**src/adda_pkg.sv**
```systemverilog
// constants and types shared by the address decode and dram arbitration block
// assumes a single system clock; included by package reference only
package adda_pkg;
	localparam logic [11:0] REG_PAGE = 12'hfff; // register block page, address bits 23..12
	localparam logic [11:0] OFS_MAP = 12'h000; // relocation register
	localparam logic [11:0] OFS_CTRL = 12'h002; // map mode and dram bank enables
	localparam logic [11:0] OFS_STAT = 12'h004; // read-only arbiter status
	localparam logic [3:0] RELOC_RST = 4'h0;
	localparam logic [15:0] CTRL_RST = 16'h0000;
	localparam int CTRL_MAP256 = 15; // bit position: 256M map enable
	localparam int CS_MIN_SH = 18; // 256K smallest chip-select region
	localparam int DR_MIN_SH = 19; // 512K smallest dram region
	localparam int TIM_SET = 0; // timing field positions, read half
	localparam int TIM_ACC = 2;
	localparam int TIM_HOLD = 4;
	localparam int TIM_REC = 6;
	localparam logic [2:0] FPM_3 = 3'h3; // fast page access lengths in clocks
	localparam logic [2:0] FPM_4 = 3'h4;
	localparam logic [2:0] FPM_5 = 3'h5;
	localparam logic [2:0] REF_LEN = 3'h4; // refresh cycle length in clocks
	typedef enum logic [2:0] {
		ST_IDLE = 3'b000,
		ST_CS_SET = 3'b001,
		ST_CS_ACC = 3'b010,
		ST_CS_HOLD = 3'b011,
		ST_CS_REC = 3'b100,
		ST_DR_WAIT = 3'b101
	} adda_core_t;
	typedef enum logic [1:0] {
		D_IDLE = 2'b00,
		D_RUN = 2'b01,
		D_REF = 2'b10
	} adda_dram_t;
endpackage : adda_pkg

```
**src/adda_top.sv**
```systemverilog
// address decode, chip-select sequencing and dram arbitration
// assumes core request fields stay stable until core_ack_o, and that the
// outer register file answers reg_rdata_i combinationally from core_addr_i
// What this block does
// decode one contiguous 4K block of control and status registers.
// after reset the 16M map places registers at 0x00FFF000..0x00FFFFFF.
// register reads and writes finish in one bus cycle, no wait states.
// masters access registers only as aligned 16-bit words.
// software may switch to a 256M map and move the register block up.
// relocation register holds base bits 27..24, compared against the address.
// overlap priority is registers, then chip-selects, then dram.
// registers read and write, except a few read-only or write-only.
// eight chip-select banks, 256K to 64M, placed anywhere in 256M.
// each chip-select bank has its own size and disable.
// chip-select cycles end internally; the wait input adds wait states.
// per-bank setup, access, hold and recovery for reads and writes.
// six dram banks, programmable size and place, row/column muxed, 512K to 32M each.
// all dram banks are disabled at reset.
// fast page dram access takes 3, 4 or 5 clocks.
// cas-before-ras refresh at a programmable rate, running from reset.
// graphics unit wins dram over the core when both ask.
// one-word write buffer takes core dram writes without waits.
// core fetches on the processor bus never touch graphics traffic.
// the relocation field resets to zero.
`timescale 1ns/1ps
module adda_top (
	input wire logic clk_sys_i,
	input wire logic nrst_i,
	input wire logic core_req_i,
	input wire logic core_we_i,
	input wire logic [27:0] core_addr_i,
	input wire logic [15:0] core_wdata_i,
	output logic core_ack_o,
	output logic [15:0] core_rdata_o,
	input wire logic [15:0] reg_rdata_i,
	output logic reg_wr_o,
	output logic reg_rd_o,
	output logic [11:0] reg_ofs_o,
	output logic [15:0] reg_wdata_o,
	input wire logic [79:0] cs_base_i,
	input wire logic [31:0] cs_size_i,
	input wire logic [7:0] cs_en_i,
	input wire logic [127:0] cs_tim_i,
	input wire logic wait_i,
	input wire logic [15:0] ext_rdata_i,
	output logic [7:0] cs_n_o,
	output logic oe_n_o,
	output logic we_n_o,
	input wire logic [53:0] dram_base_i,
	input wire logic [11:0] dram_size_i,
	input wire logic [1:0] dram_mode_i,
	input wire logic [11:0] ref_div_i,
	input wire logic gfx_req_i,
	output logic gfx_gnt_o,
	output logic [5:0] dram_ras_n_o,
	output logic dram_cas_n_o,
	output logic dram_we_n_o,
	output logic [10:0] dram_ma_o,
	output logic [15:0] dram_wdata_o,
	input wire logic [15:0] dram_rdata_i
);
	adda_pkg::adda_core_t st_reg, st_next;
	adda_pkg::adda_dram_t ds_reg, ds_next;
	logic [3:0] reloc_reg, reloc_next;
	logic [15:0] ctrl_reg, ctrl_next;
	logic [2:0] bank_reg, bank_next;
	logic [7:0] tim_reg, tim_next;
	logic [1:0] cnt_reg, cnt_next;
	logic wr_reg, wr_next;
	logic [2:0] w_reg, w_next;
	logic wf_reg, wf_next;
	logic [11:0] rc_reg, rc_next;
	logic rp_reg, rp_next, rd_reg, rd_next, wb_reg, wb_next;
	logic [2:0] wbb_reg, wbb_next, db_reg, db_next, dc_reg, dc_next;
	logic [21:0] wba_reg, wba_next, da_reg, da_next;
	logic [15:0] wbd_reg, wbd_next;
	logic ack_next, rw_next, rr_next, gnt_next, dwe_next, cas_next;
	logic [15:0] rdata_next;
	logic [7:0] cs_n_next;
	logic oe_next, we_next;
	logic [5:0] ras_next;
	logic [10:0] ma_next;
	logic [7:0] cs_hit;
	logic [5:0] dr_hit;
	logic reg_hit, dr_done;
	logic [2:0] cs_idx, dr_idx, dlen;
	logic [15:0] tsel;

	////////////////////////////////////////////////////////////////////////
	// region decode; lower bank numbers win among overlapping banks
	genvar g;
	generate
		for (g = 0; g < 8; g++) begin : g_cs
			logic [27:0] m;
			assign m = 28'hfffffff << (adda_pkg::CS_MIN_SH + cs_size_i[4*g+:4]);
			assign cs_hit[g] = cs_en_i[g] && (((core_addr_i ^ {cs_base_i[10*g+:10], 18'h0}) & m) == 28'h0);
		end
		for (g = 0; g < 6; g++) begin : g_dr
			logic [27:0] m;
			assign m = 28'hfffffff << (adda_pkg::DR_MIN_SH + 2 * dram_size_i[2*g+:2]);
			assign dr_hit[g] = ctrl_reg[g] && (((core_addr_i ^ {dram_base_i[9*g+:9], 19'h0}) & m) == 28'h0);
		end
	endgenerate

	// in the 16M map the top nibble is ignored, so the block mirrors there
	assign reg_hit = (core_addr_i[23:12] == adda_pkg::REG_PAGE) &&
		(!ctrl_reg[adda_pkg::CTRL_MAP256] || core_addr_i[27:24] == reloc_reg);

	// priority encoders and per-access lookups
	always_comb begin
		cs_idx = 3'h0;
		dr_idx = 3'h0;
		for (int i = 7; i >= 0; i--) if (cs_hit[i]) cs_idx = 3'(i);
		for (int i = 5; i >= 0; i--) if (dr_hit[i]) dr_idx = 3'(i);
		tsel = cs_tim_i[16*cs_idx+:16];
		case (dram_mode_i)
			2'h0: dlen = adda_pkg::FPM_3;
			2'h1: dlen = adda_pkg::FPM_4;
			default: dlen = adda_pkg::FPM_5;
		endcase
	end

	////////////////////////////////////////////////////////////////////////
	// next state: dram engine first, then the core sequencer, then pins
	always_comb begin
		st_next = st_reg;
		ds_next = ds_reg;
		reloc_next = reloc_reg;
		ctrl_next = ctrl_reg;
		bank_next = bank_reg;
		tim_next = tim_reg;
		cnt_next = cnt_reg;
		wr_next = wr_reg;
		rd_next = rd_reg;
		wb_next = wb_reg;
		wbb_next = wbb_reg;
		wba_next = wba_reg;
		wbd_next = wbd_reg;
		db_next = db_reg;
		da_next = da_reg;
		dc_next = dc_reg;
		gnt_next = gfx_gnt_o;
		rdata_next = core_rdata_o;
		ack_next = 1'b0;
		rw_next = 1'b0;
		rr_next = 1'b0;
		dr_done = 1'b0;
		// three-flop input chain; a change counts once stages two and three agree
		w_next = {w_reg[1:0], wait_i};
		wf_next = (w_reg[1] == w_reg[2]) ? w_reg[2] : wf_reg;
		// refresh timer runs from reset whatever the enables say
		rc_next = (rc_reg == ref_div_i) ? 12'h000 : rc_reg + 12'h001;
		rp_next = rp_reg | (rc_reg == ref_div_i);
		case (ds_reg)
			adda_pkg::D_IDLE: begin
				if (gfx_gnt_o) begin
					gnt_next = gfx_req_i; // held until the graphics unit lets go
				end else if (rp_reg) begin
					ds_next = adda_pkg::D_REF;
					dc_next = 3'h0;
					rp_next = rc_reg == ref_div_i;
				end else if (gfx_req_i) begin
					gnt_next = 1'b1;
				end else if (wb_reg || rd_reg) begin
					ds_next = adda_pkg::D_RUN;
					dc_next = 3'h0;
					db_next = wb_reg ? wbb_reg : dr_idx;
					da_next = wb_reg ? wba_reg : core_addr_i[22:1];
				end
			end
			adda_pkg::D_RUN: begin
				dc_next = dc_reg + 3'h1;
				if (dc_reg == dlen - 3'h1) begin
					ds_next = adda_pkg::D_IDLE;
					dc_next = 3'h0;
					dr_done = 1'b1;
					if (wb_reg) wb_next = 1'b0;
					else rd_next = 1'b0;
				end
			end
			adda_pkg::D_REF: begin
				dc_next = dc_reg + 3'h1;
				if (dc_reg == adda_pkg::REF_LEN - 3'h1) begin
					ds_next = adda_pkg::D_IDLE;
					dc_next = 3'h0;
				end
			end
			default: ds_next = adda_pkg::D_IDLE;
		endcase
		case (st_reg)
			adda_pkg::ST_IDLE: begin
				if (core_req_i) begin
					if (reg_hit) begin
						ack_next = 1'b1;
						rdata_next = 16'h0000;
						if (core_we_i) begin
							// status is read-only; map and ctrl are written here, all other offsets go out to the register file
							case (core_addr_i[11:0])
								adda_pkg::OFS_MAP: reloc_next = core_wdata_i[3:0];
								adda_pkg::OFS_CTRL: ctrl_next = core_wdata_i;
								adda_pkg::OFS_STAT: ;
								default: rw_next = 1'b1;
							endcase
						end else begin
							case (core_addr_i[11:0])
								adda_pkg::OFS_MAP: rdata_next = {12'h000, reloc_reg};
								adda_pkg::OFS_CTRL: rdata_next = ctrl_reg;
								adda_pkg::OFS_STAT: rdata_next = {9'h000, gfx_gnt_o, rp_reg, rd_reg, wb_reg, 1'b0, ds_reg};
								default: begin
									rdata_next = reg_rdata_i;
									rr_next = 1'b1;
								end
							endcase
						end
					end else if (|cs_hit) begin
						// fetches end here and never enter the dram arbiter
						st_next = adda_pkg::ST_CS_SET;
						bank_next = cs_idx;
						wr_next = core_we_i;
						tim_next = core_we_i ? tsel[15:8] : tsel[7:0];
						cnt_next = tim_next[adda_pkg::TIM_SET+:2];
					end else if (|dr_hit) begin
						st_next = adda_pkg::ST_DR_WAIT;
						rd_next = !core_we_i;
					end else begin
						ack_next = 1'b1; // unmapped: zero data, no error
						rdata_next = 16'h0000;
					end
				end
			end
			adda_pkg::ST_CS_SET: begin
				cnt_next = cnt_reg - 2'h1;
				if (cnt_reg == 2'h0) begin
					st_next = adda_pkg::ST_CS_ACC;
					cnt_next = tim_reg[adda_pkg::TIM_ACC+:2];
				end
			end
			adda_pkg::ST_CS_ACC: begin
				if (cnt_reg != 2'h0) begin
					cnt_next = cnt_reg - 2'h1;
				end else if (!wf_reg) begin
					st_next = adda_pkg::ST_CS_HOLD;
					cnt_next = tim_reg[adda_pkg::TIM_HOLD+:2];
					ack_next = 1'b1;
					rdata_next = ext_rdata_i;
				end
			end
			adda_pkg::ST_CS_HOLD: begin
				cnt_next = cnt_reg - 2'h1;
				if (cnt_reg == 2'h0) begin
					st_next = adda_pkg::ST_CS_REC;
					cnt_next = tim_reg[adda_pkg::TIM_REC+:2];
				end
			end
			adda_pkg::ST_CS_REC: begin
				cnt_next = cnt_reg - 2'h1;
				if (cnt_reg == 2'h0) st_next = adda_pkg::ST_IDLE;
			end
			adda_pkg::ST_DR_WAIT: begin
				if (core_we_i) begin
					if (!wb_reg) begin
						st_next = adda_pkg::ST_IDLE;
						ack_next = 1'b1;
					end
				end else if (dr_done && !wb_reg) begin
					st_next = adda_pkg::ST_IDLE;
					ack_next = 1'b1;
					rdata_next = dram_rdata_i;
				end
			end
			default: st_next = adda_pkg::ST_IDLE;
		endcase
		// a write that found the buffer free is parked and acknowledged at once
		if (core_we_i && !wb_reg && ((st_reg == adda_pkg::ST_IDLE && core_req_i && !reg_hit && !(|cs_hit) &&
			|dr_hit) || st_reg == adda_pkg::ST_DR_WAIT)) begin
			wb_next = 1'b1;
			wbb_next = dr_idx;
			wba_next = core_addr_i[22:1];
			wbd_next = core_wdata_i;
			st_next = adda_pkg::ST_IDLE;
			ack_next = 1'b1;
		end
		// pins follow the state being entered so they leave flops directly
		cs_n_next = 8'hff;
		if (st_next == adda_pkg::ST_CS_SET || st_next == adda_pkg::ST_CS_ACC || st_next == adda_pkg::ST_CS_HOLD)
			cs_n_next = ~(8'h01 << bank_next);
		oe_next = !(st_next == adda_pkg::ST_CS_ACC && !wr_next);
		we_next = !(st_next == adda_pkg::ST_CS_ACC && wr_next);
		ras_next = 6'h3f;
		cas_next = 1'b1;
		dwe_next = 1'b1;
		ma_next = dram_ma_o;
		if (ds_next == adda_pkg::D_RUN) begin
			ras_next = ~(6'h01 << db_next);
			cas_next = dc_next == 3'h0;
			dwe_next = !(wb_reg && dc_next != 3'h0);
			ma_next = (dc_next == 3'h0) ? da_next[21:11] : da_next[10:0];
		end else if (ds_next == adda_pkg::D_REF) begin
			cas_next = 1'b0;
			ras_next = (dc_next == 3'h0) ? 6'h3f : 6'h00;
		end
	end

	////////////////////////////////////////////////////////////////////////
	// state registers; a refresh tick is never lost to the clear beside it
	always_ff @(posedge clk_sys_i or negedge nrst_i) begin
		if (!nrst_i) begin
			st_reg <= adda_pkg::ST_IDLE;
			ds_reg <= adda_pkg::D_IDLE;
			reloc_reg <= adda_pkg::RELOC_RST;
			ctrl_reg <= adda_pkg::CTRL_RST;
			bank_reg <= 3'h0;
			tim_reg <= 8'h00;
			cnt_reg <= 2'h0;
			wr_reg <= 1'b0;
			w_reg <= 3'h0;
			wf_reg <= 1'b0;
			rc_reg <= 12'h000;
			rp_reg <= 1'b0;
			rd_reg <= 1'b0;
			wb_reg <= 1'b0;
			wbb_reg <= 3'h0;
			wba_reg <= 22'h0;
			wbd_reg <= 16'h0000;
			db_reg <= 3'h0;
			da_reg <= 22'h0;
			dc_reg <= 3'h0;
			core_ack_o <= 1'b0;
			core_rdata_o <= 16'h0000;
			reg_wr_o <= 1'b0;
			reg_rd_o <= 1'b0;
			reg_ofs_o <= 12'h000;
			reg_wdata_o <= 16'h0000;
			cs_n_o <= 8'hff;
			oe_n_o <= 1'b1;
			we_n_o <= 1'b1;
			gfx_gnt_o <= 1'b0;
			dram_ras_n_o <= 6'h3f;
			dram_cas_n_o <= 1'b1;
			dram_we_n_o <= 1'b1;
			dram_ma_o <= 11'h000;
			dram_wdata_o <= 16'h0000;
		end else begin
			st_reg <= st_next;
			ds_reg <= ds_next;
			reloc_reg <= reloc_next;
			ctrl_reg <= ctrl_next;
			bank_reg <= bank_next;
			tim_reg <= tim_next;
			cnt_reg <= cnt_next;
			wr_reg <= wr_next;
			w_reg <= w_next;
			wf_reg <= wf_next;
			rc_reg <= rc_next;
			rp_reg <= rp_next;
			rd_reg <= rd_next;
			wb_reg <= wb_next;
			wbb_reg <= wbb_next;
			wba_reg <= wba_next;
			wbd_reg <= wbd_next;
			db_reg <= db_next;
			da_reg <= da_next;
			dc_reg <= dc_next;
			core_ack_o <= ack_next;
			core_rdata_o <= rdata_next;
			reg_wr_o <= rw_next;
			reg_rd_o <= rr_next;
			reg_ofs_o <= core_addr_i[11:0];
			reg_wdata_o <= core_wdata_i;
			cs_n_o <= cs_n_next;
			oe_n_o <= oe_next;
			we_n_o <= we_next;
			gfx_gnt_o <= gnt_next;
			dram_ras_n_o <= ras_next;
			dram_cas_n_o <= cas_next;
			dram_we_n_o <= dwe_next;
			dram_ma_o <= ma_next;
			dram_wdata_o <= wbd_reg;
		end
	end

	////////////////////////////////////////////////////////////////////////
	// checks
	AST_REG_ACK: assert property (@(posedge clk_sys_i) disable iff (!nrst_i)
		st_reg == adda_pkg::ST_IDLE && core_req_i && reg_hit |=> core_ack_o)
		else $error("register access not acknowledged next cycle");
	AST_PRIO: assert property (@(posedge clk_sys_i) disable iff (!nrst_i)
		st_reg == adda_pkg::ST_IDLE && core_req_i && reg_hit |=> (cs_n_o == 8'hff) [*2])
		else $error("chip-select answered a register hit");
	AST_DRAM_OFF: assert property (@(posedge clk_sys_i) disable iff (!nrst_i)
		st_reg == adda_pkg::ST_IDLE && core_req_i && !reg_hit && cs_hit == 8'h0 && ctrl_reg[5:0] == 6'h0
		|=> core_ack_o && core_rdata_o == 16'h0000)
		else $error("disabled dram answered");
	AST_GFX_FIRST: assert property (@(posedge clk_sys_i) disable iff (!nrst_i)
		ds_reg == adda_pkg::D_IDLE && !gfx_gnt_o && !rp_reg && gfx_req_i && (wb_reg || rd_reg)
		|=> gfx_gnt_o && ds_reg == adda_pkg::D_IDLE)
		else $error("core won dram over graphics");
	AST_WB_NOWAIT: assert property (@(posedge clk_sys_i) disable iff (!nrst_i)
		st_reg == adda_pkg::ST_IDLE && core_req_i && core_we_i && !reg_hit && cs_hit == 8'h0 && dr_hit != 6'h0
		&& !wb_reg |=> core_ack_o && wb_reg)
		else $error("buffered write was not immediate");
	AST_WB_HOLD: assert property (@(posedge clk_sys_i) disable iff (!nrst_i)
		wb_reg && gfx_gnt_o |=> wb_reg && dram_ras_n_o == 6'h3f)
		else $error("write buffer drained under graphics");
	AST_FPM3: assert property (@(posedge clk_sys_i) disable iff (!nrst_i)
		$rose(ds_reg == adda_pkg::D_RUN) && dram_mode_i == 2'h0
		|-> (ds_reg == adda_pkg::D_RUN) [*3] ##1 ds_reg == adda_pkg::D_IDLE)
		else $error("fast page access not three clocks");
	AST_CBR: assert property (@(posedge clk_sys_i) disable iff (!nrst_i)
		ds_reg == adda_pkg::D_IDLE && rp_reg && !gfx_gnt_o
		|=> !dram_cas_n_o && dram_ras_n_o == 6'h3f ##1 dram_ras_n_o == 6'h00)
		else $error("refresh not cas before ras");
	AST_WAIT: assert property (@(posedge clk_sys_i) disable iff (!nrst_i)
		st_reg == adda_pkg::ST_CS_ACC && wf_reg |=> st_reg == adda_pkg::ST_CS_ACC && !core_ack_o)
		else $error("wait input not honoured");
endmodule : adda_top

```
**config.mk**
```make
export PLATFORM = sky130hd
export DESIGN_NAME = adda_top
export DESIGN_NICKNAME = d
export VERILOG_FILES = /design/src/adda_pkg.sv /design/src/adda_top.sv
export SDC_FILE = /design/constraint.sdc
export NUM_CORES = 1
export LEC_CHECK = 0
export CAP_MARGIN = 20
export CORE_MARGIN = 10
export CORE_UTILIZATION = 30
export CTS_CLUSTER_DIAMETER = 200
export DETAILED_ROUTE_END_ITERATION = 12
export DONT_BUFFER_PORTS = 1
export HOLD_SLACK_MARGIN = 0.06
export PLACE_DENSITY = 0.49
export SYNTH_ARGS = -nofsm -noshare
export SYNTH_HDL_FRONTEND = slang
export SYNTH_SLANG_ARGS = --single-unit
```
**constraint.sdc**
```tcl
create_clock -name clk_sys_i -period 3.6 [get_ports clk_sys_i]
set_input_delay 0.72 -clock clk_sys_i [delete_from_list [all_inputs] [get_ports clk_sys_i]]
set_output_delay 0.72 -clock clk_sys_i [all_outputs]
set_load 0.02 [all_outputs]
```
Word-level counts from Yosys, hierarchy flattened. Cells that the tools add are included. Widths: inputs -> output; s select.

Bits in registers: 220. Input bits: 426. Output and inout bits: 93. Word-level logic and storage cells: 338.

$add $sub $neg: 18. Eq/ne operators: 31. Shift operators: 17. Multiplexer cells: 131. Bitwise operators: 32. Reduce and logical (&&, ||, !) cells: 74.

Operators with widths (number): $and 28x28->28 (14); $logic_not 28->1 (14); $shl 28x6->28 const A (14); $xor 28x28->28 (14); $mux 16 (9); $mux 22 (6); $mux 3 (43); $shiftx 128x8->16 (1); $pmux 16 s3 (2); $add 5x4->6 const A (8); $mux 1 (45); $add 5x3->6 const A (6); $mux 2 (13); $logic_and 1x1->1 (25); $mux 6 (3); $pmux 3 s6 (1); $mux 8 (2); $eq 3x2->1 const B (5); $reduce_and 5->1 (3); $ne 2x2->1 const B (7); $add 12x1->12 const B (1); $eq 12x12->1 (1); $eq 12x12->1 const B (1); $eq 12x2->1 const B (1); other kinds (39) (64).

Longest topological paths before layout. Gate-level depths: netlist of run 1.

Depth after elaboration: 20. Gate-level depth with buffers: 18. Depth with buffers taken out: 14.

Least setup slack after synthesis of run 1. No wires, ideal clock.

Path kind: input port to flip-flop. Start point: input cs_size_i[21]. End point: register core_rdata_o[10]. Library setup time: 125 ps. Data arrival time: 4197 ps. Required time: 3475 ps. Setup slack: -721 ps. Cell stages on the path: 16. Buffers on the path: 3. Cell sequence: buf_2 inv_1 ha_1 clkbuf_1 nor2b_1 a31oi_1 o221ai_1 nor4b_1 o311ai_0 o211ai_1 nor4_2 a41o_1 nand2_1 a21oi_2 buf_2 mux2_2.

Word-level cells in the longest chain between the ends: 8.

RTL lines: start: declaration (RTL line adda_top.sv:41) `input wire logic [31:0] cs_size_i,`; $add 5x4->6 (RTL line adda_top.sv:95) `assign m = 28'hfffffff << (adda_pkg::CS_MIN_SH + cs_size_i[4*g+:4]);`; $shl 28x6->28 (RTL line adda_top.sv:95); $and 28x28->28 (RTL line adda_top.sv:96) `assign cs_hit[g] = cs_en_i[g] && (((core_addr_i ^ {cs_base_i[10*g+:10], 18'h0}) & m) == 28'h0);`; $logic_not 28->1 (RTL line adda_top.sv:96); $logic_and 1x1->1 (RTL line adda_top.sv:96); $reduce_or 8->1 (RTL line adda_top.sv:215) `end else if (|cs_hit) begin`; $ne 3x3->1 (no line); $reduce_and 8->1 (no line); end signal: assignment (RTL line adda_top.sv:365) `core_rdata_o <= rdata_next;`; end: declaration (RTL line adda_top.sv:34) `output logic [15:0] core_rdata_o,`.

No other way between the ends. A chain may end at the register's enable or synchronous reset.

Worst setup path after layout of run 1.
Start point: input cs_size_i[25]. End point: register tim_reg[7].

Word-level cells in the longest chain between the ends: 14. Elaborated cells on any way between the ends: 16. Those cells by class: add/sub: 1; shift: 2; mux: 8; bitwise: 1; reduce/logical: 4.

RTL lines: $add 5x4->6 * (RTL line adda_top.sv:95); $shl 28x6->28 * (RTL line adda_top.sv:95); $and 28x28->28 * (RTL line adda_top.sv:96); $logic_not 28->1 * (RTL line adda_top.sv:96); $logic_and 1x1->1 * (RTL line adda_top.sv:96); $mux 3 (7 in a row) (RTL line adda_top.sv:113) `for (int i = 7; i >= 0; i--) if (cs_hit[i]) cs_idx = 3'(i);`; $shiftx 128x8->16 (RTL line adda_top.sv:115) `tsel = cs_tim_i[16*cs_idx+:16];`; $mux 8 (RTL line adda_top.sv:220) `tim_next = core_we_i ? tsel[15:8] : tsel[7:0];`; end signal: assignment (RTL line adda_top.sv:349) `tim_reg <= tim_next;`; end: declaration (RTL line adda_top.sv:67) `logic [7:0] tim_reg, tim_next;`.

Mark *: on every way between the ends. The rest lies on a longest branch, timed or not.

==> results of run 1 <==
cells in the mapped netlist (19+ instances only):
library cell	count
nand2b_1	31
inv_1	67
o221ai_1	23
nor3_1	26
a22oi_1	44
dfrtp_1	200
mux2i_1	54
xor2_1	55
nand3_1	39
nor2b_1	39
o211ai_1	19
a31oi_1	21
xnor2_1	106
ha_1	37
nand4_1	20
clkbuf_1	87
nand2_1	157
nor2_1	71
o21ai_0	122
a21oi_1	95
buf_2	26
mux2_2	82
area by class of cell:
cell class,instances,area (um^2)
diodes,2,5.00
clock buffers,28,668
clock inverters,20,273
fillers,5193,32300
inverters,67,262
multi-input cells,1323,9770
flip-flops and latches,218,5480
well taps,680,851
repair buffers,182,1610
cells in the final DEF (no fill, tap or decap), drive strengths merged, types with 33 or more instances in the layout:
| master | n |
|---|---|
| buf | 177 |
| xnor2 | 106 |
| nor2 | 71 |
| clkbuf | 33 |
| dfrtp | 200 |
| mux2 | 83 |
| nand2 | 157 |
| mux2i | 54 |
| o21ai | 123 |
| nor2b | 39 |
| inv | 69 |
| ha | 37 |
| a21oi | 97 |
| a22oi | 44 |
| xor2 | 55 |
| nand3 | 39 |
logic make-up (layout without fill, tap and decap cells):
logic type      after synthesis  after routing  synth area share, %
compound gates              519            519                 22.9
fa+ha+maj                    43             43                 3.37
simple gates                463            463                 14.9
xor+xnor                    161            161                 9.10
other cells                   0              2                    0
mux                         137            137                 9.52
flops                       218            218                 35.3
buf+inv                     189            297                 4.86
worst min-delay path by stage:
stage / start / to / slack (ns) / cells past startpoint
final: nrst_i / dram_ma_o[2] / -0.12 / 0
after global routing: nrst_i / dram_ma_o[2] / -0.14 / 0
after CTS: nrst_i / rp_reg / -0.14 / 0
after detailed placement: w_reg[0] / w_reg[1] / 0.35 / 0
after global placement: w_reg[0] / w_reg[1] / 0.34 / 0
after floorplan: w_reg[0] / w_reg[1] / 0.33 / 0
per-layer routing:
layer / routed length (um) / share of wire (%) / track usage, % / vias to the layer above
li1: - / - / - / 6506
met1: 28500 / 41 / 25.9 / 6983
met5: 0 / 0 / 0 / -
met3: 5200 / 7.5 / 5.38 / 101
met2: 34000 / 49 / 36.6 / 576
met4: 1940 / 2.8 / 6.40 / 0
timing repair:
item                                    in CTS  in global routing
gates resized for setup                     19                 33
pin swaps                                   16                 21
buffers inserted                             0                  8
endpoints found under the hold margin      200                200
endpoints found under the setup margin      74                 76
cloned                                       0                  7
worst register-to-register path, cell delays in order, from the launching register on:
cell	delay, ns
dfrtp_1	0.41
xor2_1	0.15
o41ai_1	0.36
nand2_1	0.25
or4_1	0.70
a2111oi_0	0.47
buf_4	0.21
a221o_1	0.10
mux2_2	0.14
where the power goes:
group	internal, mW	switching, mW	leakage [nW]
registers	3.19	0.839	2.75
logic	1.94	1.90	4.67
clock network	1.73	1.15	0.448
==> results.cfg, run 1 <==
[critical_path]
worst_setup_path_start_kind = input pin
crit_path_end = tim_reg[7]
rr_startpoint = reloc_reg[2]
worst_path_dominant_cell_family = compound AO/OA/AOI/OAI gates
worstPathCellList = inv_8 -> ha_4 -> or3b_4 -> a2111oi_4 -> a311oi_2 -> or4_1 -> o31a_1 -> nor3b_4 -> o311a_4 -> o21a_4 -> o221a_1 -> or4_1 -> o211ai_1
r2r_slack_ns = 0.77
r2r_end = core_rdata_o[0]
r2r_cells = 8
end_kind = register
crit_start = cs_size_i[25]
cp.arrival_ns = 4.15
critPathMostFrequentCell = or4_1
crit_cells = 13
cpPeakStageDelay_ns = 0.48
critical_path.max_fanout = 10
critPathKind = in -> reg
crit_path_top_delay_cell = or4_1
path_buf_inv = 1
required_ns = 4.08

[routing]
viasPerCell = 5.62
wl_um = 69700
num_vias = 14166
antenna_left = 0
wire_per_inst_um = 27.6
drc = 0
drt-initial-drc-count = 1029
drt_pre_antenna_iters = 5

[status]
outcome = complete, but fails checks
violations = hold timing, setup timing

[clock_tree]
htree_levels = 1
cts_tree = yes
numCtsBuffers = 26
clock_path_buffers = 3
cts.sink_count = 218
root_buffer = clkbuf_16
clkTransAtPathRegs_ns = 0.07
worstSkewPairLatency_ns = 0.55

[final_layout]
final_core_util_pct = 37.0
instances_no_fill = 2520
fin_area_um2 = 18900
drive_gt1_share_pct = 21.4
final_nets = 2281
syn_to_final_growth_pct = 22.1

[synthesis]
ys_warn_count = 0
synth-seq-cells = 218
synth_area_um2 = 15500
synth_area_leaders = dfrtp_1 32%, xnor2_1 6.0%, mux2_2 6.0%
synth_cells = 1730
synth_nets = 2193
synth_top_cell_by_area = dfrtp_1
synthArstFlopShare_pct = 100
synth_edf_count = 0
synth_ff_type = dfrtp_1
synth_seq_area_share_pct = 35.3
synth.distinct_cells = 87
syn_avg_cell_area_um2 = 8.96
netlist.area_leader.share_pct = 32.3

[place]
gp_congestion = 0.923
place_area_um2 = 17500
numPortBuffers = 0
place.detailed.hpwl_um = 53100
numPlacedInstances = 2456
pre_cts_slack_ns = -0.903

[floorplanning]
start_util_pct = 30.3
dieArea_um2 = 61200
rows = 83
die_y_um = 247
io_pins = 519
core_um2 = 51200
die_w_um = 247

[min_path]
hp-class = in -> async

[sta]
rsz0062_at_grt = true
whs_ns = -0.120
max_freq_mhz = 272
finalClockSkew_ns = 0.0261
tightest_slew_ns = 0.809
setup_viol = 49
hold_violations = 181
fin_ws_ns = -0.0774
slew_headroom_pct = 46.1
period_minus_slack_ns = 3.68
finalMaxSlewViolations = 0
fin_crit_sh_pct = 102
tns_ns = -2.01

[global_route]
grt_max_degree = 219
grt_pass1_wl_um = 98900
grt-ovfl-total = 0
grt_pass1_vias = 14596
antenna_found_initial = 4
grt.total_usage_pct = 21.3

[pwr]
powerDensity_nw_per_um2 = 568
leakage_nw = 7.87
ir_drop_mv = 0.289
finalPower_mw = 10.8

[job]
max_cap_viol_count = 0
No activity file was read; power rests on OpenSTA's default activity.
==> run 2: changes to the inputs <==
==> constraint.sdc (replaced) <==
create_clock -name clk_sys_i -period 3.6 [get_ports clk_sys_i]
set_input_delay 0.54 -clock clk_sys_i [delete_from_list [all_inputs] [get_ports clk_sys_i]]
set_output_delay 0.54 -clock clk_sys_i [all_outputs]
set_load 0.02 [all_outputs]
==> results.cfg, run 2 (same netlist as run 1, synthesis figures left out) <==
[status]
outcome = complete, but fails checks
violations = hold timing

[global_route]
grt-ovfl-total = 0
grt_max_degree = 219
grt_pass1_wl_um = 98800
grt.total_usage_pct = 21.3
grt_pass1_vias = 14561
antenna_found_initial = 4

[clock_tree]
cts.sink_count = 218
cts_tree = yes
htree_levels = 1
numCtsBuffers = 25
ctsHoldBuffers = 30
clock_path_buffers = 3
worstSkewPairLatency_ns = 0.55
clkTransAtPathRegs_ns = 0.07
root_buffer = clkbuf_16

[sta]
slew_headroom_pct = 44.6
finalClockSkew_ns = 0.0243
finalMaxSlewViolations = 0
fin_crit_sh_pct = 98.1
whs_ns = -0.300
setup_viol = 0
hold_violations = 200
tightest_slew_ns = 0.830
period_minus_slack_ns = 3.53
tns_ns = 0
max_freq_mhz = 283

[critical_path]
required_ns = 4.06
crit_path_top_delay_cell = or4_1
end_kind = register
rr_startpoint = reloc_reg[2]
critPathKind = in -> reg
cp.arrival_ns = 3.99
worstPathCellList = ha_2 -> ha_4 -> a21bo_2 -> o221ai_1 -> o211ai_1 -> or4_1 -> o31a_1 -> nor3b_4 -> o311a_4 -> o21a_1 -> o221a_1 -> or4_4 -> o211ai_1
worst_setup_path_start_kind = input pin
critical_path.max_fanout = 10
critPathMostFrequentCell = o211ai_1
r2r_cells = 8
path_buf_inv = 0
r2r_end = core_rdata_o[1]
r2r_slack_ns = 0.46
cpPeakStageDelay_ns = 0.52
worst_path_dominant_cell_family = compound AO/OA/AOI/OAI gates

[pwr]
power_switching_mw = 3.78
leakage_nw = 7.75
powerDensity_nw_per_um2 = 548
clkPwrFrac_pct = 25.3
ir_drop_mv = 0.290
finalPower_mw = 10.2
p_int_mw = 6.46
power_frac_seq_pct = 39.0
p_comb_share_pct = 35.7
swShare_pct = 36.9

[routing]
drt-initial-drc-count = 921
antenna_left = 0
wl_um = 69000
wire_per_inst_um = 27.2
viasPerCell = 5.57
drt_pre_antenna_iters = 5
drc = 0
num_vias = 14127

[final_layout]
layout_commonest_cell = dfrtp_1
final_nets = 2298
syn_to_final_growth_pct = 20.5
final_cell_mix = 199 x dfrtp_1, 162 x buf_4, 156 x nand2_1, 121 x o21ai_0, 106 x xnor2_1
drive_gt1_share_pct = 19.6

[place]
numPortBuffers = 0
place.detailed.hpwl_um = 52800
gp_congestion = 0.938

[job]
max_cap_viol_count = 0

[floorplanning]
die_y_um = 247
die_w_um = 247
rows = 83
io_pins = 519
core_um2 = 51200
dieArea_um2 = 61200
start_util_pct = 30.3

[min_path]
hp-class = in -> async
-- run 2: cell count changes in the layout (fill, tap and decap cells not counted), sizes merged --
cell / change
buf: -8
bufinv: -3
clkbuf: +1
clkinv: -2
clkinvlp: -3
dlygate4sd3: +30
inv: +1
-- run 2: worst max path at each step --
stage | slack, ns | to | from | cells past startpoint
floorplan | -0.37 | tim_reg[7] | cs_size_i[26] | 13
global placement | -0.66 | tim_reg[7] | cs_size_i[26] | 13
detailed placement | -0.70 | tim_reg[2] | cs_size_i[25] | 14
CTS | 0.04 | tim_reg[7] | cs_size_i[25] | 13
global route | -0.002 | cs_n_o[7] | cs_size_i[1] | 17
finish | 0.07 | tim_reg[7] | cs_size_i[25] | 13
-- run 2: timing repair --
item                       CTS  global route
resized for setup            5            17
setup endpoints to repair   63            71
pin swaps                    8             4
hold endpoints to repair   248           208
buffers inserted             0             1
gates cloned                 0             1
-- run 2: worst reg2reg max path: stages (launching register included) --
cell	delay [ns]
dfrtp_1	0.41
xor2_1	0.15
o41ai_1	0.44
nand2_1	0.29
or4_1	0.74
a2111oi_0	0.57
buf_4	0.22
a221o_1	0.11
mux2_2	0.14
-- run 2: layout make-up --
cell class / count / area [um^2]
Fill cell: 5161 / 32500
Multi-Input combinational cell: 1323 / 9580
Sequential cell: 218 / 5480
Timing Repair Buffer: 200 / 1680
Tap cell: 680 / 851
Clock buffer: 33 / 686
Inverter: 67 / 259
Clock inverter: 13 / 139
Antenna cell: 2 / 5.00
-- run 2: through the flow --
stage / std cells / setup WS, ns / instance area [um^2] / util (%)
4_1_cts: 2532 / 0.0354 / 18500 / 36.2
5_1_grt: 2534 / -0.00165 / 18700 / 36.5
3_5_place_dp: 2456 / -0.702 / 17400 / 34.0
2_1_floorplan: 1730 / -0.371 / 15800 / -
6_report: 2536 / 0.0688 / 18700 / 36.5
3_3_place_gp: 2456 / -0.656 / 17400 / 34.0
-- run 2: power by group through the flow --
stage | sequential, mW | combinational, mW | clock, mW
5_1_grt | 4.07 | 4.04 | 2.77
3_5_place_dp | 4.05 | 3.60 | 0
3_3_place_gp | 4.03 | 3.56 | 0
6_report | 3.99 | 3.65 | 2.59
4_1_cts | 4.01 | 3.65 | 2.68
2_1_floorplan | 3.81 | 2.71 | 0
-- run 2: routing by layer --
layer	global-route usage, %	up-vias	routed length, um
li1	-	6531	-
met1	26.3	6888	28300
met2	36.5	606	33400
met3	4.81	100	5220
met4	6.20	2	1990
met5	0	-	13
